<file path="src/verilog/acsif_pkg.sv">
`default_nettype none
package acsif_pkg;

    //////////////////////////////////////////////////////////////////////////
    // Register offsets
    localparam logic [7:0] ADDR_MODE_STATUS = 8'h08;
    localparam logic [7:0] ADDR_FLAG_STATUS = 8'h09;

    // Reset values
    localparam logic [7:0] RST_MODE_STATUS = 8'h00;
    localparam logic [7:0] RST_FLAG_STATUS = 8'h00;
    localparam logic [7:0] RD_IDLE         = 8'h00;

    //////////////////////////////////////////////////////////////////////////
    // Mode and FIFO status field positions
    localparam int MS_MODE_LSB  = 0;
    localparam int MS_MODE_MSB  = 2;
    localparam int MS_SAMPLE    = 3;
    localparam int MS_EMPTY     = 4;
    localparam int MS_FULL      = 5;
    localparam int MS_OVER      = 6;
    localparam int MS_PENDING   = 7;

    // Interrupt flag field positions
    localparam int FL_LOW       = 2;
    localparam int FL_WAKE      = 2;
    localparam int FL_ACQ       = 3;
    localparam int FL_EMPTY     = 4;
    localparam int FL_FULL      = 5;
    localparam int FL_LEVEL     = 6;
    localparam int FL_COMBINED  = 7;

    //////////////////////////////////////////////////////////////////////////
    // Mode codes; CODE_RESV_A and CODE_RESV_B are never reported
    localparam logic [2:0] CODE_SLEEP    = 3'h0;
    localparam logic [2:0] CODE_STANDBY  = 3'h1;
    localparam logic [2:0] CODE_WATCH    = 3'h2;
    localparam logic [2:0] CODE_RESV_A   = 3'h3;
    localparam logic [2:0] CODE_RESV_B   = 3'h4;
    localparam logic [2:0] CODE_CONT     = 3'h5;
    localparam logic [2:0] CODE_COMBINED = 3'h6;
    localparam logic [2:0] CODE_BURST    = 3'h7;

    //////////////////////////////////////////////////////////////////////////
    // Timing and sizes
    localparam int         MODE_LAG_EDGES = 3;
    localparam int         HB_DIV_DEFAULT = 4;
    localparam logic [5:0] FIFO_DEPTH     = 6'h20;
    localparam logic [7:0] BURST_MAX      = 8'hFE;
    localparam logic [7:0] BURST_ENDLESS  = 8'h00;

    typedef enum logic [2:0] {
        M_SLEEP,
        M_STANDBY,
        M_WATCH,
        M_CONT,
        M_COMBINED,
        M_BURST
    } acsif_mode_e;

    typedef struct packed {
        logic       rd;
        logic       wr;
        logic [7:0] addr;
        logic [7:0] wdata;
    } acsif_req_s;

    typedef struct packed {
        logic [7:0] int_en;
        logic [4:0] fifo_over_threshold;
        logic       rearm_detector_on_clear;
        logic       i2c_write_clear;
        logic       spi_sel;
        logic       fifo_en;
        logic [7:0] burst_len;
    } acsif_cfg_s;

endpackage
`default_nettype wire

</file>
<file path="src/verilog/acsif_flag_cell.sv">
`timescale 1ns/1ps
`default_nettype none
module acsif_flag_cell (
    input  wire logic clk,
    input  wire logic rst_b,
    input  wire logic set_evt,
    input  wire logic enable,
    input  wire logic clear,
    output var  logic flag
);

    // Sticky flag, a set in the clear cycle wins
    always_ff @(posedge clk or negedge rst_b) begin
        if (!rst_b) begin
            flag <= 1'b0;
        end else if (set_evt && enable) begin
            flag <= 1'b1;
        end else if (clear) begin
            flag <= 1'b0;
        end
    end

endmodule
`default_nettype wire

</file>
<file path="src/verilog/acsif_status_flags.sv">
`timescale 1ns/1ps
`default_nettype none
// Function
// RULE_01: Reported mode follows a new command within three heartbeat edges.
// RULE_02: Mode codes 000,001,010,101,110,111; 011 and 100 never reported.
// RULE_03: Activity watch samples only for detection, moves itself to continuous on activity.
// RULE_04: Counted burst takes 1 to 254 samples or endless, then returns to sleep.
// RULE_05: Combined mode runs detector, pipeline, optional FIFO; continuous has detector off.
// RULE_06: Sample-arrived bit set by each new sample, cleared by reading, enable-independent.
// RULE_07: FIFO-empty bit is high while FIFO holds nothing, high after reset.
// RULE_08: Over-threshold bit is high while stored count is at or above threshold.
// RULE_09: FIFO-full bit is high while all 32 entries are occupied.
// RULE_10: Pending bit is the OR of all interrupt flags.
// RULE_11: An interrupt flag sets only when its enable bit is one.
// RULE_12: Flags clear on read (I2C default), on write (I2C option or SPI).
// RULE_13: Wake flag sets on each automatic watch-to-continuous move.
// RULE_14: Acquisition flag sets on a new sample in continuous or burst mode only.
// RULE_15: FIFO-empty flag sets when FIFO becomes empty again.
// RULE_16: FIFO-full flag sets when FIFO enters the full state again.
// RULE_17: FIFO-level flag sets when count reaches or passes the threshold.
// RULE_18: Combined flag sets on detection in combined mode; detector then ignores events.
// RULE_19: Optionally the detector is reset in the same cycle the combined flag clears.
// RULE_20: Without re-arm on clear, only leaving combined mode re-arms the detector.
// RULE_21: Status registers read zero after reset except empty bit; reserved bits zero.
module acsif_status_flags #(
    parameter int HB_DIV = acsif_pkg::HB_DIV_DEFAULT
) (
    input  wire logic                  clk,
    input  wire logic                  rst_b,
    input  wire acsif_pkg::acsif_req_s req,
    input  wire acsif_pkg::acsif_cfg_s cfg,
    input  wire logic                  mode_cmd_wr,
    input  wire logic [2:0]            mode_cmd,
    input  wire logic                  new_sample,
    input  wire logic                  activity,
    input  wire logic [5:0]            fifo_count,
    output var  logic [7:0]            rd_data,
    output var  logic                  rd_ack,
    output logic [2:0]                 mode_code,
    output logic                       flag_pending,
    output logic                       detector_run,
    output logic                       pipeline_run,
    output logic                       fifo_run
);

    localparam int HB_W    = (HB_DIV > 1) ? $clog2(HB_DIV) : 1;
    localparam int LAG_MAX = HB_DIV * acsif_pkg::MODE_LAG_EDGES;
    localparam logic [HB_W-1:0] HB_LAST = HB_W'(HB_DIV - 1);

    logic [HB_W-1:0]       hb_cnt;
    logic                  hb_tick;
    acsif_pkg::acsif_mode_e mode;
    acsif_pkg::acsif_mode_e cmd_mode;
    logic                  cmd_pend;
    logic                  cmd_apply;
    logic                  auto_wake;
    logic [7:0]            burst_cnt;
    logic [7:0]            burst_goal;
    logic                  burst_done;
    logic                  samp_ok;
    logic                  armed;
    logic                  comb_evt;
    logic                  sample_arrived;
    logic                  lvl_empty;
    logic                  lvl_full;
    logic                  lvl_over;
    logic                  prev_empty;
    logic                  prev_full;
    logic                  prev_over;
    logic                  clear_evt;
    logic [7:0]            evt;
    logic [7:0]            flags;
    logic [7:0]            mode_status;
    logic [7:0]            en_q;
    logic [7:0]            flags_q;

    //////////////////////////////////////////////////////////////////////////
    // Mode code helpers
    function automatic logic code_valid(input logic [2:0] c);
        return (c != acsif_pkg::CODE_RESV_A) && (c != acsif_pkg::CODE_RESV_B);
    endfunction

    function automatic acsif_pkg::acsif_mode_e decode(input logic [2:0] c);
        acsif_pkg::acsif_mode_e m;
        m = acsif_pkg::M_SLEEP;
        case (c)
            acsif_pkg::CODE_STANDBY:  m = acsif_pkg::M_STANDBY;
            acsif_pkg::CODE_WATCH:    m = acsif_pkg::M_WATCH;
            acsif_pkg::CODE_CONT:     m = acsif_pkg::M_CONT;
            acsif_pkg::CODE_COMBINED: m = acsif_pkg::M_COMBINED;
            acsif_pkg::CODE_BURST:    m = acsif_pkg::M_BURST;
            default:                  m = acsif_pkg::M_SLEEP;
        endcase
        return m;
    endfunction

    function automatic logic [2:0] encode(input acsif_pkg::acsif_mode_e m);
        logic [2:0] c;
        c = acsif_pkg::CODE_SLEEP;
        case (m)
            acsif_pkg::M_STANDBY:  c = acsif_pkg::CODE_STANDBY;
            acsif_pkg::M_WATCH:    c = acsif_pkg::CODE_WATCH;
            acsif_pkg::M_CONT:     c = acsif_pkg::CODE_CONT;
            acsif_pkg::M_COMBINED: c = acsif_pkg::CODE_COMBINED;
            acsif_pkg::M_BURST:    c = acsif_pkg::CODE_BURST;
            default:               c = acsif_pkg::CODE_SLEEP;
        endcase
        return c;
    endfunction

    function automatic logic is_addr(input logic [7:0] a, input logic [7:0] ref_a);
        return a == ref_a;
    endfunction

    //////////////////////////////////////////////////////////////////////////
    // Heartbeat divider
    always_ff @(posedge clk or negedge rst_b) begin
        if (!rst_b) begin
            hb_cnt <= '0;
        end else if (hb_tick) begin
            hb_cnt <= '0;
        end else begin
            hb_cnt <= hb_cnt + HB_W'(1);
        end
    end

    assign hb_tick = (hb_cnt == HB_LAST);

    //////////////////////////////////////////////////////////////////////////
    // Mode command holding
    always_ff @(posedge clk or negedge rst_b) begin
        if (!rst_b) begin
            cmd_pend <= 1'b0;
            cmd_mode <= acsif_pkg::M_SLEEP;
        end else if (mode_cmd_wr && code_valid(mode_cmd)) begin
            cmd_pend <= 1'b1;
            cmd_mode <= decode(mode_cmd);
        end else if (hb_tick) begin
            cmd_pend <= 1'b0;
        end
    end

    assign cmd_apply = cmd_pend && hb_tick && !(mode_cmd_wr && code_valid(mode_cmd));
    assign auto_wake = (mode == acsif_pkg::M_WATCH) && activity && !cmd_apply;

    // Mode state
    always_ff @(posedge clk or negedge rst_b) begin
        if (!rst_b) begin
            mode <= acsif_pkg::M_SLEEP;
        end else if (cmd_apply) begin
            mode <= cmd_mode; // RULE_01
        end else begin
            case (mode)
                acsif_pkg::M_WATCH: begin
                    if (activity) begin
                        mode <= acsif_pkg::M_CONT; // RULE_03
                    end
                end
                acsif_pkg::M_BURST: begin
                    if (burst_done) begin
                        mode <= acsif_pkg::M_SLEEP; // RULE_04
                    end
                end
                default: begin
                    mode <= mode;
                end
            endcase
        end
    end

    assign mode_code = encode(mode); // RULE_02

    //////////////////////////////////////////////////////////////////////////
    // Sampling pipeline and burst counting
    assign pipeline_run = (mode == acsif_pkg::M_CONT) || (mode == acsif_pkg::M_COMBINED)
                        || (mode == acsif_pkg::M_BURST);
    assign fifo_run     = pipeline_run && cfg.fifo_en; // RULE_05
    assign samp_ok      = new_sample && pipeline_run; // RULE_03
    assign burst_goal   = (cfg.burst_len > acsif_pkg::BURST_MAX) ? acsif_pkg::BURST_MAX
                        : cfg.burst_len;
    assign burst_done   = (mode == acsif_pkg::M_BURST) && samp_ok && !cmd_apply
                        && (burst_goal != acsif_pkg::BURST_ENDLESS)
                        && (burst_cnt + 8'h01 >= burst_goal); // RULE_04

    always_ff @(posedge clk or negedge rst_b) begin
        if (!rst_b) begin
            burst_cnt <= 8'h00;
        end else if (mode != acsif_pkg::M_BURST) begin
            burst_cnt <= 8'h00;
        end else if (samp_ok && burst_cnt != 8'hFF) begin
            burst_cnt <= burst_cnt + 8'h01;
        end
    end

    //////////////////////////////////////////////////////////////////////////
    // Activity detector arming
    assign detector_run = (mode == acsif_pkg::M_WATCH)
                        || ((mode == acsif_pkg::M_COMBINED) && armed); // RULE_05
    assign comb_evt     = (mode == acsif_pkg::M_COMBINED) && armed && activity; // RULE_18

    always_ff @(posedge clk or negedge rst_b) begin
        if (!rst_b) begin
            armed <= 1'b1;
        end else if (comb_evt) begin
            armed <= 1'b0; // RULE_18
        end else if (mode != acsif_pkg::M_COMBINED) begin
            armed <= 1'b1; // RULE_20
        end else if (clear_evt && cfg.rearm_detector_on_clear) begin
            armed <= 1'b1; // RULE_19
        end
    end

    //////////////////////////////////////////////////////////////////////////
    // FIFO levels and edges
    assign lvl_empty = (fifo_count == 6'h00); // RULE_07
    assign lvl_full  = (fifo_count == acsif_pkg::FIFO_DEPTH); // RULE_09
    assign lvl_over  = (fifo_count >= {1'b0, cfg.fifo_over_threshold}); // RULE_08

    always_ff @(posedge clk or negedge rst_b) begin
        if (!rst_b) begin
            prev_empty <= 1'b1;
            prev_full  <= 1'b0;
            prev_over  <= 1'b0;
        end else begin
            prev_empty <= lvl_empty;
            prev_full  <= lvl_full;
            prev_over  <= lvl_over;
        end
    end

    //////////////////////////////////////////////////////////////////////////
    // Sample arrived bit
    always_ff @(posedge clk or negedge rst_b) begin
        if (!rst_b) begin
            sample_arrived <= 1'b0;
        end else if (samp_ok) begin
            sample_arrived <= 1'b1; // RULE_06
        end else if (req.rd && is_addr(req.addr, acsif_pkg::ADDR_MODE_STATUS)) begin
            sample_arrived <= 1'b0;
        end
    end

    //////////////////////////////////////////////////////////////////////////
    // Interrupt flags
    assign clear_evt = is_addr(req.addr, acsif_pkg::ADDR_FLAG_STATUS)
                     && ((req.rd && !cfg.spi_sel && !cfg.i2c_write_clear)
                     || (req.wr && (cfg.spi_sel || cfg.i2c_write_clear))); // RULE_12

    always_comb begin
        evt = 8'h00;
        evt[acsif_pkg::FL_WAKE]     = auto_wake; // RULE_13
        evt[acsif_pkg::FL_ACQ]      = samp_ok && ((mode == acsif_pkg::M_CONT)
                                    || (mode == acsif_pkg::M_BURST)); // RULE_14
        evt[acsif_pkg::FL_EMPTY]    = lvl_empty && !prev_empty; // RULE_15
        evt[acsif_pkg::FL_FULL]     = lvl_full && !prev_full; // RULE_16
        evt[acsif_pkg::FL_LEVEL]    = lvl_over && !prev_over; // RULE_17
        evt[acsif_pkg::FL_COMBINED] = comb_evt; // RULE_18
    end

    assign flags[acsif_pkg::FL_LOW-1:0] = '0; // RULE_21

    generate
        for (genvar i = acsif_pkg::FL_LOW; i < 8; i++) begin : g_flag
            acsif_flag_cell u_cell (
                .clk     (clk),
                .rst_b   (rst_b),
                .set_evt (evt[i]),
                .enable  (cfg.int_en[i]), // RULE_11
                .clear   (clear_evt),
                .flag    (flags[i])
            );
        end
    endgenerate

    assign flag_pending = |flags; // RULE_10

    //////////////////////////////////////////////////////////////////////////
    // Register read port
    always_comb begin
        mode_status = acsif_pkg::RST_MODE_STATUS;
        mode_status[acsif_pkg::MS_MODE_MSB:acsif_pkg::MS_MODE_LSB] = mode_code;
        mode_status[acsif_pkg::MS_SAMPLE]  = sample_arrived;
        mode_status[acsif_pkg::MS_EMPTY]   = lvl_empty;
        mode_status[acsif_pkg::MS_FULL]    = lvl_full;
        mode_status[acsif_pkg::MS_OVER]    = lvl_over;
        mode_status[acsif_pkg::MS_PENDING] = flag_pending;
    end

    always_ff @(posedge clk or negedge rst_b) begin
        if (!rst_b) begin
            rd_data <= acsif_pkg::RD_IDLE;
            rd_ack  <= 1'b0;
        end else begin
            rd_ack <= req.rd;
            if (req.rd) begin
                case (req.addr)
                    acsif_pkg::ADDR_MODE_STATUS: rd_data <= mode_status;
                    acsif_pkg::ADDR_FLAG_STATUS: rd_data <= flags;
                    default:                     rd_data <= acsif_pkg::RD_IDLE;
                endcase
            end
        end
    end

    //////////////////////////////////////////////////////////////////////////
    // Checks
    always_ff @(posedge clk or negedge rst_b) begin
        if (!rst_b) begin
            en_q    <= 8'h00;
            flags_q <= 8'h00;
        end else begin
            en_q    <= cfg.int_en;
            flags_q <= flags;
        end
    end
endmodule
`default_nettype wire
</file>
<file path="config.mk">
export PLATFORM = sky130hd
export DESIGN_NAME = acsif_status_flags
export DESIGN_NICKNAME = d
export VERILOG_FILES = /design/src/verilog/acsif_pkg.sv /design/src/verilog/acsif_flag_cell.sv /design/src/verilog/acsif_status_flags.sv
export SDC_FILE = /design/constraint.sdc
export NUM_CORES = 1
export LEC_CHECK = 0
export ABC_AREA = 1
export BUFFER_PORTS_ARGS = -buffer_cell sky130_fd_sc_hd__buf_2
export CAP_MARGIN = 20
export CELL_PAD_IN_SITES_DETAIL_PLACEMENT = 1
export CELL_PAD_IN_SITES_GLOBAL_PLACEMENT = 1
export CORE_MARGIN = 1
export CORE_UTILIZATION = 25
export DETAILED_ROUTE_END_ITERATION = 10
export HOLD_SLACK_MARGIN = 0.12
export PLACE_DENSITY_LB_ADDON = 0.1
export SETUP_SLACK_MARGIN = 0.15
export SLEW_MARGIN = 5
export SYNTH_ARGS = -nofsm -noshare
export SYNTH_HDL_FRONTEND = slang
export SYNTH_HIERARCHICAL = 1
export SYNTH_SLANG_ARGS = --single-unit
export TNS_END_PERCENT = 10
</file>
<file path="constraint.sdc">
create_clock -name clk -period 1.9 [get_ports clk]
set_clock_uncertainty 0.05 [all_clocks]
set_input_delay 0.38 -clock clk [delete_from_list [all_inputs] [get_ports clk]]
set_output_delay 0.38 -clock clk [all_outputs]
set_load 0.02 [all_outputs]
</file>
======== Word-level counts from Yosys, hierarchy flattened ========
Index checks and enable logic that the tools add are counted.
word-level totals
  word-level logic and storage cells ...... 128
  output and inout bits ................... 16
  bits in latches ......................... 0
  memory bits (read-only) ................. 0
  input bits .............................. 57
  register bits ........................... 37
  RAM bits ................................ 0
  memories kept ........................... 0
operators by class
  multiply operators ...................... 0
  divide/modulo/power cells ............... 0
  add/sub/neg operators ................... 2
  muxes and demuxes ....................... 25
  shift operators ......................... 0
  bitwise gates (word level) .............. 0
  order comparisons ....................... 3
  eq/ne operators ......................... 21
  reduce and logical (&&, ||, !) cells .... 59
operator list
  cell                                                              number
  1-bit logical AND                                                 31
  3-bit case mux with 5 select lines                                2
  8-bit 2-to-1 mux                                                  3
  2-bit nonzero test                                                9
  8-bit by 4-bit == test with 1-bit output (second input constant)  2
  8-bit case mux with 2 select lines                                1
  3-bit == test (second input constant)                             5
  3-bit != test (second input constant)                             5
  1-bit 2-to-1 mux                                                  14
  3-bit by 2-bit == test with 1-bit output (second input constant)  3
  3-bit 2-to-1 mux                                                  3
  8-bit by 1-bit adder with 8-bit output (second input constant)    1
  8-bit greater-or-equal comparator                                 1
  8-bit > comparator (second input constant)                        1
  8-bit != test (second input constant)                             1
  8-bit nonzero test                                                1
  1-bit zero test                                                   7
  3-bit by 1-bit == test with 1-bit output (second input constant)  2
  6-bit == test (second input constant)                             1
  6-bit by 5-bit greater-or-equal comparator with 1-bit output      1
  6-bit zero test                                                   1
  1-bit logical OR                                                  6
  3-bit case mux with 2 select lines                                1
  3-bit nonzero test                                                2
  6 further kinds                                                   6

======== Longest topological paths before layout ========
  word-level depth ........................ 12
  mapped depth ............................ 18
  gate-level depth less buffers ........... 18

======== By module ========
The synthesis kept the hierarchy.
by module, submodules not included
  module              instances  sequential area each (µm²)  cells an instance  area an instance (µm²)
  acsif_status_flags  1          778.2                       275                2010.7
  acsif_flag_cell     6          25.0                        5                  40.0

======== Worst setup path after synthesis ========
No wires, ideal clock.
  kind .................................... flip-flop to flip-flop
  from .................................... register burst_cnt[0]
  to ...................................... register mode[0]
  data arrival time ....................... 1.811 ns
  setup time .............................. 0.118 ns
  setup slack ............................. -0.080 ns
  cell stages (with the launch flop) ...... 15
  path buffers ............................ 0
  period minus slack after synthesis ...... 1.980 ns
  required time ........................... 1.732 ns
  cells stage by stage .................... dfrtp_1 > nand3_1 > nor3_1 > nand2_1 > xor2_1 > inv_1 > ha_1 > nand2_1 > o21a_1 > nand2_1 > nand2_1 > nand2_1 > nand2_1 > nand3_1 > nand2_1
on the way
  cells in the longest elaborated chain, start to end .. 5
RTL lines
  what                                    RTL line                   source
  from (decl)                             acsif_status_flags.sv:57   logic [7:0] burst_cnt;
  from (signal assigned)                  acsif_status_flags.sv:191  burst_cnt <= burst_cnt + 8'h01;
  8-bit by 1-bit adder with 8-bit output  acsif_status_flags.sv:183  && (burst_cnt + 8'h01 >= burst_goal);
  8-bit greater-or-equal comparator       acsif_status_flags.sv:183
  1-bit logical AND                       acsif_status_flags.sv:183
  3-bit != test (no line)                 n/a
  3-bit AND reduction (no line)           n/a
  to (signal assigned)                    acsif_status_flags.sv:156  mode <= acsif_pkg::M_CONT;
  to (signal assigned)                    acsif_status_flags.sv:161  mode <= acsif_pkg::M_SLEEP;
  to (signal assigned)                    acsif_status_flags.sv:165  mode <= mode;
  to (decl)                               acsif_status_flags.sv:52   acsif_pkg::acsif_mode_e mode;
Every way passes these cells.
A chain may end at the register's enable or synchronous reset.

======== Final worst setup path ========
  from .................................... register burst_cnt[0]
  to ...................................... register mode[2]
Same word-level chain as after synthesis.

==> run_results.csv <==
group,metric,value,unit
synth,synth_area,0.002251,sq mm
global_routing,gr-total-overflow,0,
finish,regArea,928.4,sq um
pwr,vdd_drop_max,0.6067,mV
routing,dr_total_vias,2228,
timing,relSlewSlack,0.6115,
cts,clockBufferDepth,2,
synth,synth.distinct_cells,32,
finish,drive_gt1_frac,0.3125,
timing,hold_violations,0,
timing,period_share,1.114,
cts,clkSlewWorstSetupHoldPaths,0.08,ns
pwr,p_per_area,707.8,mW/mm^2
setup_path,end_kind,"register",
timing,timing.fmax,0.4726,GHz
global_routing,grt_pass1_vias,2301,
finish,multi_input_area,0.001147,sq mm
setup_path,crit_path_max_fanout,4,
timing,finalSetupTns,-0.6389,ns
die,design.die.area,0.009387,sq mm
die,core,0.008721,sq mm
cts,cts_htree_levels,2,
routing,drc,0,
die,die_y,96.89,um
synth,synth_seq_cells,37,
cts,cts_buffers,5,
status,outcome,"finished, violations left",
finish,post-route-util,0.3512,
die,start_util,0.2581,
routing,ant_nets,0,
cts,cts_sinks,37,
routing,drt_first_pass_iters,4,
die,rows,34,
routing,dr.first_iter.drc_count,29,
run,maxCapViolations,0,
routing,routedWlPerCell,11.71,um
finish,nNetsFinal,471,
placement,dp_hpwl,4914,um
setup_path,crit_required,2.03,ns
synth,avgSynthCellArea,7.380,sq um
placement,port-buffer-count,62,
cts,cts_root_buf,"clkbuf_8",
placement,placedCellCount,496,
timing,finalSetupViolCount,3,
timing,worst_slack,-0.2162,ns
finish,area_growth,36.08,%
timing,period_minus_slack,2.116,ns
pwr,finalPower,0.002168,W
global_routing,grt_start_max_net_pins,38,
global_routing,antenna_found_initial,0,
die,die_x,96.89,um
finish,stdcell_count,508,
status,violations,"setup timing",
global_routing,track_usage,0.1348,
die,num_io_pins,73,
placement,place.gp.congestion,0.7179,
setup_path,cp.arrival,2.25,ns
finish,fill_cells,1112,
timing,worst_pin_slew,0.5783,ns
pwr,p_leak,1.762,nW
global_routing,grt_first_pass_wirelength,10290,um
synth,synthesis.nets,377,
synth,synthCells,305,
cts,cts_tree,"built",
min_path,hp-class,"in2reg",
routing,drt_wl_total,5948,um
setup_path,startpoint_type,"register",
cts,clkLatencyLatePin,0.29,ns
timing,finalMaxSlewViolations,0,
synth,ys_seq_area_frac,0.4125,
routing,viasPerCell,4.386,
finish,diodes,0,
timing,grt_setup_unrepaired,"true",
synth,ys_warn_count,6,
setup_path,crit_type,"reg2reg",
[power by group]
group | internal [W] | leakage (nW) | switching, W
clock network | 0.000254 | 0.0450 | 0.000284
logic | 0.000240 | 1.25 | 0.000443
registers | 0.000870 | 0.465 | 0.0000756
total | 0.00137 | 1.76 | 0.000803
[metrics by stage]
stage | instance area (sq um) | hold slack (ns) | setup WS (ns)
final | 3063 | 0.2095 | -0.2162
after global placement | 2867 | 0.3635 | -0.2523
after global routing | 3063 | 0.2014 | -0.4118
after detailed placement | 2867 | 0.3739 | -0.2903
after floorplan | 2263 | 0.03441 | -0.01146
after CTS | 2998 | 0.2026 | -0.2554
[synth_stat cells]
master,n,share of area
nor3_1,5,0.011
nand2_1,73,0.12
ha_1,15,0.083
o21ai_0,15,0.033
o21ai_2,2,0.0078
nand3b_1,1,0.0033
o211ai_1,2,0.0067
nor2_2,2,0.0056
a22oi_1,1,0.0033
nor3b_1,1,0.0033
nor2_1,26,0.043
nand4_1,5,0.014
a31oi_1,1,0.0028
nand2_2,4,0.011
clkinv_1,1,0.0017
a211oi_1,2,0.0067
o31ai_1,1,0.0033
a21oi_1,4,0.0089
o21a_1,1,0.0033
or2_2,1,0.0028
o221ai_1,2,0.0078
o22ai_1,3,0.0083
inv_1,68,0.11
xor2_1,2,0.0078
nor4_1,3,0.0083
nand2_4,1,0.0050
dfstp_2,2,0.023
nand3_1,22,0.049
a41oi_1,1,0.0039
a21o_1,1,0.0033
inv_2,2,0.0033
dfrtp_1,35,0.39
[per-layer routing]
metal | track usage | wire (um) | vias up
li1 | - | - | 1150
met1 | 0.1814 | 2988 | 1031
met2 | 0.2232 | 2695 | 40
met3 | 0.02601 | 198 | 7
met4 | 0.03100 | 65 | 0
met5 | 0 | 0 | -
[kinds of logic after synthesis]
logic type                 synth area share
AOI/OAI and AO/OA                   0.09951
adders and majority gates           0.08338
buffers and inverters                0.1184
DFF                                  0.4125
and+or+nand+nor                      0.2785
xor gates and xnor gates           0.007784
[path summary, 6_finish.rpt]
kind	end	startpoint	slack, ns	cells after the start
worst min register to register	hb_cnt[0]$_DFF_PN0_	hb_cnt[0]$_DFF_PN0_	0.38	1
worst max-delay path	mode[2]$_DFFE_PN0P_	burst_cnt[0]$_DFFE_PN0P_	-0.22	14
max in group asynchronous	armed$_DFFE_PN1P_	rst_b	0.80	3
worst max register to register	mode[2]$_DFFE_PN0P_	burst_cnt[0]$_DFFE_PN0P_	-0.22	14
worst min-delay path	rd_ack$_DFF_PN0_	req[17]	0.21	1
min in group asynchronous	prev_over$_DFF_PN0_	rst_b	0.62	3
[flip-flops by register name (all words and copies together), names as in the netlist]
| register | flops |
|---|---|
| burst_cnt | 8 |
| g_flag.u_cell/flag | 6 |
| prev_full | 1 |
| sample_arrived | 1 |
| armed | 1 |
| rd_data | 8 |
| prev_empty | 1 |
| prev_over | 1 |
| mode | 3 |
| hb_cnt | 2 |
| cmd_pend | 1 |
| cmd_mode | 3 |
| rd_ack | 1 |
[repair_timing]
item,4_1_cts,5_1_grt
hold buffers,1,0
endpoints found under the setup margin,15,18
pin swaps,1,2
setup buffers,2,1
hold endpoints to repair,35,0
gates resized for setup,5,16
[cell usage in the layout (no fill, tap or decap), types with 2 or more instances in the layout]
cell type,instances
inv_2,5
o21ai_0,14
o211ai_1,2
nor2_2,3
buf_4,25
inv_1,65
o221ai_1,2
nor2_1,24
nand2_2,8
nand3_1,19
ha_1,13
o22ai_1,3
nand3_2,3
clkinv_2,2
nand4_1,5
o21ai_2,2
clkbuf_8,5
nor3_1,4
nand2_4,2
dfrtp_1,35
buf_2,61
nand2_1,68
a211oi_1,2
dfstp_2,2
nor4_1,2
a21oi_1,4
[cell type report]
cell class,count,area share
Sequential cell,37,0.3031
Clock buffer,6,0.02369
Timing Repair Buffer,87,0.1642
Tap cell,108,0.04412
Inverter,71,0.08701
Multi-Input combinational cell,197,0.3746
Clock inverter,2,0.003268
[worst max-delay path, stage by stage, from the launching register on]
cell	delay, ns
dfrtp_1	0.41
nand3_2	0.13
nor3_4	0.23
nand2_2	0.09
xor2_2	0.17
inv_2	0.07
ha_4	0.27
nand2_2	0.05
o21a_1	0.17
nand2_1	0.07
nand2_2	0.05
nand2_2	0.06
nand2_2	0.06
nand3_1	0.07
nand2_1	0.05
Note: power is estimated with default switching activity, not from simulation.
